$ cat src/design/bgd_pkg.sv
// Package for the bridge gate drive control block: constants and carrier types
package bgd_pkg;
    localparam int unsigned CLK_PERIOD_NS      = 100;              // ref_clk_i period
    localparam int unsigned DT_STEP_NS         = 50;               // Dead time per setting step
    localparam int unsigned DT_MIN_NS          = 100;              // Least dead time
    localparam logic [5:0]  DT_MIN_SETTING     = 6'h02;            // Settings at or below give the least time
    localparam int unsigned RES_PULSE_NS       = 10000;            // Reset pulse time, default
    localparam int unsigned PUMP_WAIT_NS       = 3000000;          // Pump settle wait after sleep
    localparam int unsigned BOOT_CHARGE_NS     = 20000;            // Longest recharge attempt
    localparam int unsigned MIN_CHARGE_NS      = 1000;             // Least forced recharge slot
    // Cycle counts derived from the clock rate
    localparam int unsigned DT_MIN_CYC    = (DT_MIN_NS + CLK_PERIOD_NS - 1) / CLK_PERIOD_NS;
    localparam int unsigned RES_PULSE_CYC = (RES_PULSE_NS + CLK_PERIOD_NS - 1) / CLK_PERIOD_NS;
    localparam int unsigned PUMP_WAIT_CYC = PUMP_WAIT_NS / CLK_PERIOD_NS;
    localparam int unsigned BOOT_CHG_CYC  = BOOT_CHARGE_NS / CLK_PERIOD_NS;
    localparam int unsigned MIN_CHG_CYC   = (MIN_CHARGE_NS + CLK_PERIOD_NS - 1) / CLK_PERIOD_NS;
    localparam int unsigned NPHASE        = 3;                     // Bridge phases
    localparam int unsigned DT_W          = 6;                     // Dead time setting width
    localparam int unsigned CNT_W         = 16;                    // Per phase timer width
    localparam int unsigned SLP_W         = 16;                    // Sleep and pump timer width

    // Gate pair for one phase
    typedef struct packed {
        logic high;                                                // High-side gate
        logic low;                                                 // Low-side gate
    } bgd_gate_t;

    // Phase drive states
    typedef enum logic [2:0] {
        PH_OFF,
        PH_DEAD_TO_HI,
        PH_CHARGE,
        PH_HIGH,
        PH_DEAD_TO_LO,
        PH_LOW
    } bgd_phase_t;

    // Chip power states
    typedef enum logic [1:0] {
        PW_RUN,
        PW_SLEEP,
        PW_PUMP_WAIT
    } bgd_power_t;
endpackage

$ cat src/design/bgd_phase.sv
// One bridge phase: dead time insertion and bootstrap charge management
`timescale 1ns/1ps
`default_nettype none
module bgd_phase
    import bgd_pkg::*;
(
    input  wire logic              ref_clk_i,      // System clock
    input  wire logic              rst_n_i,        // Synchronous reset, active low
    input  wire logic              enable_i,       // Gates allowed
    input  wire logic              want_high_i,    // Request high side on
    input  wire logic              want_low_i,     // Request low side on
    input  wire logic              boot_on_ok_i,   // Bootstrap above turn-on threshold
    input  wire logic              boot_off_ok_i,  // Bootstrap above turn-off threshold
    input  wire logic [CNT_W-1:0]  dead_cyc_i,     // Dead time in cycles
    input  wire logic              clear_fault_i,  // Clear latched fault
    output var bgd_gate_t          gate_o,         // Registered gate pair
    output logic                   boot_fault_o    // Sticky bootstrap fault
);
    bgd_phase_t       st_r, st_nxt;                // Phase state
    logic [CNT_W-1:0] cnt_r, cnt_nxt;              // Dead and charge timer
    logic             flt_r, flt_nxt;              // Fault flag
    logic             chg_done_r, chg_done_nxt;    // Charge stretch elapsed

    // Next state of the phase
    always_comb
    begin
        st_nxt       = st_r;
        cnt_nxt      = (cnt_r != '0) ? cnt_r - 1'b1 : cnt_r;
        // Clear applied first, so a fault raised below in the same cycle wins
        flt_nxt      = clear_fault_i ? 1'b0 : flt_r;
        chg_done_nxt = chg_done_r;
        case (st_r)
            PH_OFF:
            begin
                if (want_high_i || want_low_i)
                begin
                    st_nxt  = want_high_i ? PH_DEAD_TO_HI : PH_DEAD_TO_LO;
                    cnt_nxt = dead_cyc_i;
                end
            end
            PH_DEAD_TO_HI:
            begin
                if (!want_high_i)
                    st_nxt = PH_OFF;
                else if (cnt_r == '0)
                begin
                    if (boot_on_ok_i)
                        st_nxt = PH_HIGH;
                    else
                    begin
                        // Low side recharges the capacitor before the high side
                        st_nxt       = PH_CHARGE;
                        cnt_nxt      = CNT_W'(BOOT_CHG_CYC);
                        chg_done_nxt = 1'b0;
                    end
                end
            end
            PH_CHARGE:
            begin
                // Hold low side a short minimum so a tight duty still refills
                if (cnt_r <= CNT_W'(BOOT_CHG_CYC - MIN_CHG_CYC))
                    chg_done_nxt = 1'b1;
                if (!want_high_i)
                    st_nxt = PH_LOW;
                else if (boot_on_ok_i && chg_done_r)
                begin
                    st_nxt  = PH_DEAD_TO_HI;
                    cnt_nxt = dead_cyc_i;
                end
                else if (cnt_r == '0)
                begin
                    flt_nxt = 1'b1;
                    st_nxt  = PH_OFF;
                end
            end
            PH_HIGH:
            begin
                if (!want_high_i || !boot_off_ok_i)
                begin
                    // Turn off, then low side after dead time; recharge if sagging
                    st_nxt  = PH_DEAD_TO_LO;
                    cnt_nxt = dead_cyc_i;
                end
            end
            PH_DEAD_TO_LO:
            begin
                if (cnt_r == '0)
                begin
                    if (want_high_i)
                    begin
                        st_nxt       = PH_CHARGE;
                        cnt_nxt      = CNT_W'(BOOT_CHG_CYC);
                        chg_done_nxt = 1'b0;
                    end
                    else if (want_low_i)
                        st_nxt = PH_LOW;
                    else
                        st_nxt = PH_OFF;
                end
            end
            PH_LOW:
            begin
                if (want_high_i)
                begin
                    st_nxt  = PH_DEAD_TO_HI;
                    cnt_nxt = dead_cyc_i;
                end
                else if (!want_low_i)
                    st_nxt = PH_OFF;
            end
            default:
                st_nxt = PH_OFF;
        endcase
        if (!enable_i)
            st_nxt = PH_OFF;
    end

    // Register the phase state
    always_ff @(posedge ref_clk_i)
    begin
        if (!rst_n_i)
        begin
            st_r       <= PH_OFF;
            cnt_r      <= '0;
            flt_r      <= 1'b0;
            chg_done_r <= 1'b0;
            gate_o     <= '0;
            boot_fault_o <= 1'b0;
        end
        else
        begin
            st_r       <= st_nxt;
            cnt_r      <= cnt_nxt;
            flt_r      <= flt_nxt;
            chg_done_r <= chg_done_nxt;
            // Gates decoded from one state, so never both on
            gate_o.high  <= (st_nxt == PH_HIGH);
            gate_o.low   <= (st_nxt == PH_LOW) || (st_nxt == PH_CHARGE);
            boot_fault_o <= flt_nxt;
        end
    end
endmodule
`default_nettype wire

$ cat src/design/bgd_top.sv
// Top of the bridge gate drive control: power sequencing and three phases
`timescale 1ns/1ps
`default_nettype none
// Functional notes
// - High side only with bootstrap above on-threshold
// - Weak bootstrap: low side recharges, then high
// - Sag below off-threshold while high forces recharge
// - High duty may insert repeated recharge cycles
// - Recharge failure raises bootstrap fault
// - Dead time before every complementary turn-on
// - One six-bit setting serves all phases
// - Dead time is setting times 50 ns; odd settings round down to whole 100 ns cycles
// - Settings 0 to 2 give 100 ns
// - Long reset low enters sleep, all off
// - Sleep clears latched faults and flags
// - After sleep, gates off until pump valid
// - Short reset pulse clears faults, no sleep
// - Low gate high turns low transistor on
// - High gate high turns high transistor on
// - PWM low: high off, low on
module bgd_top
    import bgd_pkg::*;
#(
    parameter int unsigned RES_CYC  = RES_PULSE_CYC,          // Reset pulse time in cycles
    parameter int unsigned PUMP_CYC = PUMP_WAIT_CYC           // Pump settle limit in cycles
)
(
    input  wire logic              ref_clk_i,                // 10 MHz system clock
    input  wire logic              rst_n_i,                  // Synchronous reset, active low
    input  wire logic              sleep_reset_n_i,          // Sleep and fault reset input
    input  wire logic              pwm_i,                    // PWM, low chops to low side
    input  wire logic [NPHASE-1:0] phase_high_i,             // Commutation: high side wanted
    input  wire logic [NPHASE-1:0] phase_low_i,              // Commutation: low side wanted
    input  wire logic [NPHASE-1:0] boot_on_ok_i,             // Bootstrap above turn-on level
    input  wire logic [NPHASE-1:0] boot_off_ok_i,            // Bootstrap above turn-off level
    input  wire logic              pump_valid_i,             // Charge pump ready
    input  wire logic [DT_W-1:0]   dead_time_setting_i,      // Dead time setting
    output logic [NPHASE-1:0]      high_gate_out_o,          // High-side gates
    output logic [NPHASE-1:0]      low_gate_out_o,           // Low-side gates
    output logic [NPHASE-1:0]      boot_fault_o,             // Latched bootstrap faults
    output logic                   fault_clear_o,            // Pulse: faults being cleared
    output logic                   sleep_o,                  // Sleep state, internals off
    output logic                   pump_enable_o             // Pump regulator enable
);
    bgd_power_t       pw_r, pw_nxt;                          // Power state
    logic [SLP_W-1:0] low_cnt_r, low_cnt_nxt;                // Reset-low length
    logic [SLP_W-1:0] pump_cnt_r, pump_cnt_nxt;              // Pump wait timer
    logic             rst_prev_r, rst_prev_nxt;              // Previous reset input
    logic             clr_r, clr_nxt;                        // Fault clear pulse
    logic [CNT_W-1:0] dead_cyc_r, dead_cyc_nxt;              // Dead time in cycles
    logic             drive_en;                              // Gates permitted
    bgd_gate_t        gate_w [NPHASE];                       // Per phase gate pairs

    // Power sequencing next values
    always_comb
    begin
        pw_nxt       = pw_r;
        low_cnt_nxt  = low_cnt_r;
        pump_cnt_nxt = pump_cnt_r;
        rst_prev_nxt = sleep_reset_n_i;
        clr_nxt      = 1'b0;
        if (!sleep_reset_n_i)
        begin
            if (low_cnt_r < SLP_W'(RES_CYC))
                low_cnt_nxt = low_cnt_r + 1'b1;
            else
                pw_nxt = PW_SLEEP;
        end
        else
            low_cnt_nxt = '0;
        // Release after a pulse clears faults; sleep clears on entry too
        if (sleep_reset_n_i && !rst_prev_r)
        begin
            clr_nxt = 1'b1;
            if (pw_r == PW_SLEEP)
            begin
                pw_nxt       = PW_PUMP_WAIT;
                pump_cnt_nxt = '0;
            end
        end
        if (pw_nxt == PW_SLEEP)
            clr_nxt = 1'b1;
        if (pw_r == PW_PUMP_WAIT && sleep_reset_n_i)
        begin
            // Pump report ends the wait; counter only counts the time taken, saturating at PUMP_CYC
            if (pump_cnt_r < SLP_W'(PUMP_CYC))
                pump_cnt_nxt = pump_cnt_r + 1'b1;
            if (pump_valid_i)
                pw_nxt = PW_RUN;
        end
    end

    // Dead time from the shared setting, never below the least value
    always_comb
    begin
        if (dead_time_setting_i <= DT_MIN_SETTING)
            dead_cyc_nxt = CNT_W'(DT_MIN_CYC);
        else
            dead_cyc_nxt = CNT_W'((32'(dead_time_setting_i) * DT_STEP_NS) / CLK_PERIOD_NS);
    end

    // Register power state and dead time
    always_ff @(posedge ref_clk_i)
    begin
        if (!rst_n_i)
        begin
            pw_r       <= PW_PUMP_WAIT;
            low_cnt_r  <= '0;
            pump_cnt_r <= '0;
            rst_prev_r <= 1'b1;
            clr_r      <= 1'b0;
            dead_cyc_r <= CNT_W'(DT_MIN_CYC);
        end
        else
        begin
            pw_r       <= pw_nxt;
            low_cnt_r  <= low_cnt_nxt;
            pump_cnt_r <= pump_cnt_nxt;
            rst_prev_r <= rst_prev_nxt;
            clr_r      <= clr_nxt;
            dead_cyc_r <= dead_cyc_nxt;
        end
    end

    // Gates only in run state with reset input high
    assign drive_en      = (pw_r == PW_RUN) && sleep_reset_n_i;
    assign sleep_o       = (pw_r == PW_SLEEP);
    assign pump_enable_o = (pw_r != PW_SLEEP);
    assign fault_clear_o = clr_r;

    // One phase engine per bridge leg
    for (genvar p = 0; p < NPHASE; p++)
    begin : g_phase
        bgd_phase u_phase (
            .ref_clk_i     (ref_clk_i),
            .rst_n_i       (rst_n_i),
            .enable_i      (drive_en),
            .want_high_i   (phase_high_i[p] && pwm_i),
            .want_low_i    (phase_low_i[p] || (phase_high_i[p] && !pwm_i)),
            .boot_on_ok_i  (boot_on_ok_i[p]),
            .boot_off_ok_i (boot_off_ok_i[p]),
            .dead_cyc_i    (dead_cyc_r),
            .clear_fault_i (clr_r),
            .gate_o        (gate_w[p]),
            .boot_fault_o  (boot_fault_o[p])
        );
        assign high_gate_out_o[p] = gate_w[p].high;
        assign low_gate_out_o[p]  = gate_w[p].low;
    end
endmodule
`default_nettype wire

$ cat config.mk
export PLATFORM = sky130hd
export DESIGN_NAME = bgd_top
export DESIGN_NICKNAME = d
export VERILOG_FILES = /design/src/design/bgd_pkg.sv /design/src/design/bgd_phase.sv /design/src/design/bgd_top.sv
export SDC_FILE = /design/constraint.sdc
export NUM_CORES = 1
export LEC_CHECK = 0
export BUFFER_PORTS_ARGS = -buffer_cell sky130_fd_sc_hd__buf_4
export CAP_MARGIN = 10
export CORE_MARGIN = 3
export CORE_UTILIZATION = 45
export DETAILED_ROUTE_END_ITERATION = 8
export SYNTH_ARGS = -nofsm -noshare
export SYNTH_HDL_FRONTEND = slang
export SYNTH_SLANG_ARGS = --single-unit
$ cat constraint.sdc
create_clock -name ref_clk_i -period 11.7 [get_ports ref_clk_i]
set_input_delay 0.585 -clock ref_clk_i [delete_from_list [all_inputs] [get_ports ref_clk_i]]
set_output_delay 0.585 -clock ref_clk_i [all_outputs]
set_load 0.02 [all_outputs]
==> results of run 1 <==
-- final cells by class --
type	count	area (µm²)	area share, %
Clock buffer	9	225.2	3.059
Clock inverter	7	90.09	1.224
Inverter	36	135.1	1.835
Multi-Input combinational cell	722	4524	61.45
Sequential cell	95	1902	25.83
Tap cell	184	230.2	3.127
Timing Repair Buffer	34	255.2	3.467
-- how the worst max path moves through the flow --
stage	endpoint	slack (ns)	cells after the start
after floorplan	dead_cyc_r[0]	5.27	25
after global placement	dead_cyc_r[0]	4.71	25
after detailed placement	dead_cyc_r[0]	4.52	24
after CTS	dead_cyc_r[0]	4.87	24
after global routing	dead_cyc_r[0]	4.37	24
final	dead_cyc_r[0]	4.83	24
-- metal layers --
metal	track usage [%]	routed length (µm)
met5	0	0
met4	8.614	446
met3	3.625	934
met2	32.21	7585
met1	29.07	8250
-- metrics by stage --
step           hold WS, ns  utilization, %  instances  worst slack [ns]  cell area [µm²]
2_1_floorplan       0.4302               -        890             5.268             6721
3_3_place_gp        0.4422           48.30       1071             4.706             7047
3_5_place_dp        0.4466           48.30       1071             4.516             7047
4_1_cts             0.4683           50.46       1087             4.873             7362
5_1_grt             0.4928           50.46       1087             4.375             7362
6_report            0.4624           50.46       1087             4.829             7362
-- registers in the layout, summed over array words and instances (netlist names) --
signal                        cells
dead_cyc_r                        6
fault_clear_o                     1
g_phase.u_phase.boot_fault_o      2
g_phase.u_phase.chg_done_r        3
g_phase.u_phase.cnt_r            48
g_phase.u_phase.flt_r             1
g_phase.u_phase.gate_o            6
g_phase.u_phase.st_r              9
low_cnt_r                        16
pw_r                              2
rst_prev_r                        1
-- cell families (layout without fill, tap and decap cells) --
group	Yosys count	after routing	share of synthesized area (%)
and+or+nand+nor	374	374	26.86
DFF	95	95	28.29
buffers and inverters	73	86	4.393
AOI/OAI and AO/OA	246	246	24.39
muxes	6	6	0.9679
adders and majority gates	41	41	7.707
xor gates and xnor gates	55	55	7.390
-- report_power, final --
part	internal (mW)	total [mW]	switching (mW)
combinational	0.367	0.933	0.567
clock	0.153	0.297	0.144
sequential	0.362	0.407	0.0449
-- worst register-to-register path, cell delays in order (launching register included) --
cell and delay, ns:
dfxtp_1 0.33, or4_1 0.57, or3_1 0.34, nor3_1 0.26, nand3_1 0.47, or3_1 0.47, a221oi_1 0.35, o21ai_0 0.14
o21ai_0 0.10, a21oi_1 0.06, a21oi_1 0.11, nor2_1 0.05
-- cell usage in the layout (no fill, tap or decap), types with 8 or more instances in the layout --
master     Yosys  routed
nor2_1       121     121
buf_4          4      34
a32oi_1       11      11
nor4_1        18      18
o211ai_1      12      12
or3_1          8       8
a21oi_1       58      58
nor3_1        38      38
nand2_1       82      82
o22ai_1        8       8
nor2b_1       15      15
nand2b_1       9       9
a31oi_1       11      11
ha_1          39      39
inv_1         34      34
xnor2_1       37      37
a211oi_1      10      10
nand4_1       13      13
dfxtp_1       95      95
xor2_1        16      16
nand3_1       23      23
clkbuf_16      0       9
and2_1        16      16
o21ai_0       63      63
==> reports/qor.yml, run 1 <==
rows: 44
hold_viol: 0
ys_types: 81
skew_ns: 0.008374
maxCapViolations: 0
numPortBuffers: 34
worst_pin_slew_ns: 0.8555
gp_congestion: 0.9215
synth.most_common_cell: "nor2_1"
postRouteAntennaNets: 0
p_per_area_nw_per_um2: 222.4
wl_per_cell_um: 15.84
cp-end-kind: "flop"
vias_per_cell: 6.029
ios: 35
ctsResizeCount: 0
grt_pass1_vias: 5913
clockBufferDepth: 2
min_period_over_period_pct: 58.72
wl_um: 17220
clk_pin_slew_ns: 0.07
start_kind: "input pin"
crit_buf_inv: 3
postCtsSetupRepairBufs: 0
synth_flop_cell: "dfxtp_1"
r2r-end: "g_phase[0].u_phase.cnt_r[0]"
antenna_found_initial: 0
synth_common_cells: "121 x nor2_1, 95 x dfxtp_1, 82 x nand2_1, 63 x o21ai_0, 58 x a21oi_1"
final-setup-viol-count: 0
period_minus_slack_ns: 6.871
postSynthCellCount: 890
syn-cell-area_um2: 6721
slew_headroom_pct: 42.37
finalSetupTns_ns: 0
core_um2: 14590
hold_depth: 1
grt_pass1_wl_um: 28490
grt_usage_pct: 20.98
synth_edf_count: 0
synthTopCellsByArea: "dfxtp_1 28%, ha_1 7.3%, nor2_1 6.8%"
synthArstFlopShare_pct: 0
die_area_um2: 16440
cp_slowest_stage_delay_ns: 0.53
rsz0062_at_grt: "no"
ys_ff_latch: 95
start_util_pct: 46.07
antenna_cells: 0
synth_fp_nets: 953
syn_avg_cell_area_um2: 7.552
tritoncts: "yes"
rrSetupSlack_ns: 8.30
leakagePower_nw: 2.819
via_count: 6554
die_y_um: 128.2
hpwlAfterDp_um: 12800
area_growth_pct: 9.531
min_delay_worst_endpoint: "low_cnt_r[9]"
drtIter0Drc: 573
numCtsBuffers: 9
critPathMaxFanout: 8
status: "finished clean"
die_w_um: 128.2
holdBufCountCts: 0
clk_latency_ns: 0.35
worst_path_most_repeated_cell: "ha_1"
synth_area_leader_cell: "dfxtp_1"
hold_start: "low_cnt_r[9]"
irDropWorstVdd_v: 0.0001110
yosysTopAreaCellShare_pct: 28.29
hp-class: "flop to flop"
maxSlewViolCount: 0
worstPathCellList: "buf_4 > inv_1 > ha_1 > ha_1 > ha_1 > inv_1 > fa_1 > xnor2_1 > o221ai_1 > a21oi_2 > ha_1 > nor2b_1 > o2111ai_1 > nand3_1 > xnor2_1 > a41o_1 > a211oi_2 > nor3_2 > maj3_1 > xnor2_1 > mux2_4 > or4b_1 > a21oi_1 > a211oi_1"
drc: 0
cts_root_buffer: "clkbuf_16"
nFillCells: 1396
grt_max_degree: 21
dr.pass1.iters: 5
r2r-start: "g_phase[0].u_phase.cnt_r[10]"
crit_family: "adder cells"
overflow: 0
power_mw: 1.637
slowest_stage: "xnor2_1"
max_freq_ghz: 0.1455
cp_data_arrival_time_ns: 7.11
fin_nets: 961
ff2ff_path_depth: 11
required_ns: 11.94
drive_gt1_share_pct: 8.195
cts_sinks: 95
crit_type: "input pin to flop"
synth-warning-count: 0
ys_seq_area_share_pct: 28.29
htreeDepth: 3
worstSetupStartpoint: "dead_time_setting_i[2]"
Note: power is estimated with default switching activity, not from simulation.
==> run 2, diff against run 1 <==
==> constraint.sdc (replaced) <==
create_clock -name ref_clk_i -period 6.5 [get_ports ref_clk_i]
set_input_delay 0.325 -clock ref_clk_i [delete_from_list [all_inputs] [get_ports ref_clk_i]]
set_output_delay 0.325 -clock ref_clk_i [all_outputs]
set_load 0.02 [all_outputs]
==> reports/qor.yml, run 2 (same netlist as run 1, synthesis figures left out) <==
vias_per_cell: 5.987  # was 6.029
r2r-end: "g_phase[0].u_phase.cnt_r[0]"  # unchanged
status: "finished clean"  # unchanged
grt_max_degree: 21  # unchanged
period_minus_slack_ns: 6.028
ctsResizeCount: 0  # unchanged
leakagePower_nw: 2.900  # was 2.819 nW
cp-end-kind: "flop"  # unchanged
die_w_um: 128.2  # unchanged
crit_family: "adder cells"  # unchanged
min_period_over_period_pct: 92.74
irDropWorstVdd_v: 0.0002012  # was 0.0001110 V
swShare_pct: 45.79  # was 46.15%
htreeDepth: 3  # unchanged
core_um2: 14590  # unchanged
area_growth_pct: 11.26  # was 9.531%
required_ns: 6.73  # was 11.94 ns
finalSetupTns_ns: 0  # unchanged
regMostFlops: "g_phase.u_phase.cnt_r"  # unchanged
antenna_cells: 0  # unchanged
power_mw: 3.046  # was 1.637 mW
ff2ff_path_depth: 11  # unchanged
wl_per_cell_um: 16.27  # was 15.84 µm
postRouteAntennaNets: 0  # unchanged
die_area_um2: 16440  # unchanged
maxCapViolations: 0  # unchanged
p_sw_mw: 1.395  # was 755.6 µW
worst_path_most_repeated_cell: "ha_1"  # unchanged
seq_power_share_pct: 24.1  # was 24.9%
rows: 44  # unchanged
slowest_stage: "fa_1"  # was xnor2_1
holdBufCountCts: 0  # unchanged
tritoncts: "yes"  # unchanged
drc: 0  # unchanged
multi_input_area_um2: 4524  # unchanged
wl_um: 17940  # was 17220 µm
worst_pin_slew_ns: 0.9033  # was 0.8555 ns
skew_ns: 0.009420  # was 0.008374 ns
ios: 35  # unchanged
die_y_um: 128.2  # unchanged
gp_congestion: 0.9264  # was 0.9215
rsz0062_at_grt: "no"  # unchanged
dr.pass1.iters: 6  # was 5
max_freq_ghz: 0.1659
final-setup-viol-count: 0  # unchanged
place_inst: 1087  # was 1071
grt_pass1_wl_um: 30120  # was 28490 µm
crit_type: "input pin to flop"  # unchanged
overflow: 0  # unchanged
critPathMaxFanout: 8  # unchanged
maxSlewViolCount: 0  # unchanged
pwr-share-comb_pct: 58.3  # was 57.0%
final_cell_mix: "121 x nor2_1, 95 x dfxtp_1, 82 x nand2_1"  # unchanged
final_common_cell: "nor2_1"  # unchanged
drive_gt1_share_pct: 9.793  # was 8.195%
nFillCells: 1417  # was 1396
r2r-start: "g_phase[0].u_phase.cnt_r[10]"  # unchanged
worstSetupStartpoint: "dead_time_setting_i[2]"  # unchanged
drtIter0Drc: 474  # was 573
p_int_mw: 1.651  # was 881.8 µW
cts_sinks: 95  # unchanged
start_kind: "input pin"  # unchanged
grt_pass1_vias: 6190  # was 5913
clk_latency_ns: 0.35  # about the same
final_cells: 1103  # was 1087
p_per_area_nw_per_um2: 407.3  # was 222.4 nW/µm²
regArea_um2: 1902  # unchanged
largest_reg_flops: 48  # unchanged
clockBufferDepth: 2  # unchanged
cp_data_arrival_time_ns: 6.26  # was 7.11 ns
hp-class: "input pin to flop"  # was flop to flop
cp_slowest_stage_delay_ns: 0.51  # was 0.53 ns
grt_usage_pct: 22.18  # was 20.98%
post-route-util_pct: 51.26  # was 50.46%
clock_power_share_pct: 17.6  # was 18.1%
slew_headroom_pct: 39.14  # was 42.37%
start_util_pct: 46.07  # unchanged
top_regs: "g_phase.u_phase.cnt_r x48, low_cnt_r x16, g_phase.u_phase.st_r x9"  # unchanged
hpwlAfterDp_um: 13540  # was 12800 µm
crit_buf_inv: 3  # unchanged
cts_root_buffer: "clkbuf_16"  # unchanged
crit_path_end: "dead_cyc_r[0]"  # unchanged
clk_pin_slew_ns: 0.08  # was 0.07 ns
numPortBuffers: 34  # unchanged
rrSetupSlack_ns: 3.13  # was 8.30 ns
antenna_found_initial: 0  # unchanged
numCtsBuffers: 9  # unchanged
hold_viol: 0  # unchanged
fin_nets: 977  # was 961
cp.depth: 25  # was 24
via_count: 6604  # was 6554
[run 2: metal layers]
metal	track usage (%)	part of all wire [%]	vias up
li1	-	-	3286
met2	35.43	45	201
met1	30.32	47	3090
met3	4.167	5.8	27
met4	6.866	2.1	0
met5	0	0	-
[run 2: area by class of cell]
type,instances,area share (%)
tap,184,3.078
sequential,95,25.43
multi-input combinational,722,60.50
inverter,36,1.807
clock inverter,7,1.154
clock buffer,9,3.012
timing repair buffer,50,5.019
[run 2: power groups by stage]
| stage | logic [mW] | clock network [mW] | registers (mW) |
|---|---|---|---|
| floorplan | 1.35 | 0 | 0.717 |
| global placement | 1.71 | 0 | 0.742 |
| global route | 1.98 | 0.572 | 0.747 |
| detailed placement | 1.74 | 0 | 0.746 |
| finish | 1.78 | 0.535 | 0.734 |
| CTS | 1.75 | 0.551 | 0.733 |
[run 2: worst min-delay path by stage]
stage / startpoint / end / cells after the start
after global routing: rst_n_i / pw_r[1] / 2
final: sleep_reset_n_i / pw_r[1] / 3
after global placement: low_cnt_r[6] / low_cnt_r[6] / 2
after floorplan: low_cnt_r[15] / low_cnt_r[15] / 1
after detailed placement: low_cnt_r[8] / low_cnt_r[8] / 1
after CTS: sleep_reset_n_i / pw_r[1] / 3
[run 2: repair_timing]
action                                 CTS  global route
setup buffers                            0             0
setup endpoints to repair                0             1
endpoints found under the hold margin    0             0
[run 2: metrics by stage]
stage / hold slack [ns] / instance area (µm²) / setup slack (ns)
2_1_floorplan: 0.4302 / 6721 / 0.3276
3_3_place_gp: 0.4426 / 7167 / 0.3201
3_5_place_dp: 0.4463 / 7167 / 0.1733
4_1_cts: 0.3141 / 7478 / 0.5309
5_1_grt: 0.3412 / 7478 / 0.05097
6_report: 0.3355 / 7478 / 0.4718
[run 2: tightest hold or removal path, cell delays in order]
cell	delay, ns
buf_4	0.15
nand2_1	0.07
o311ai_0	0.09
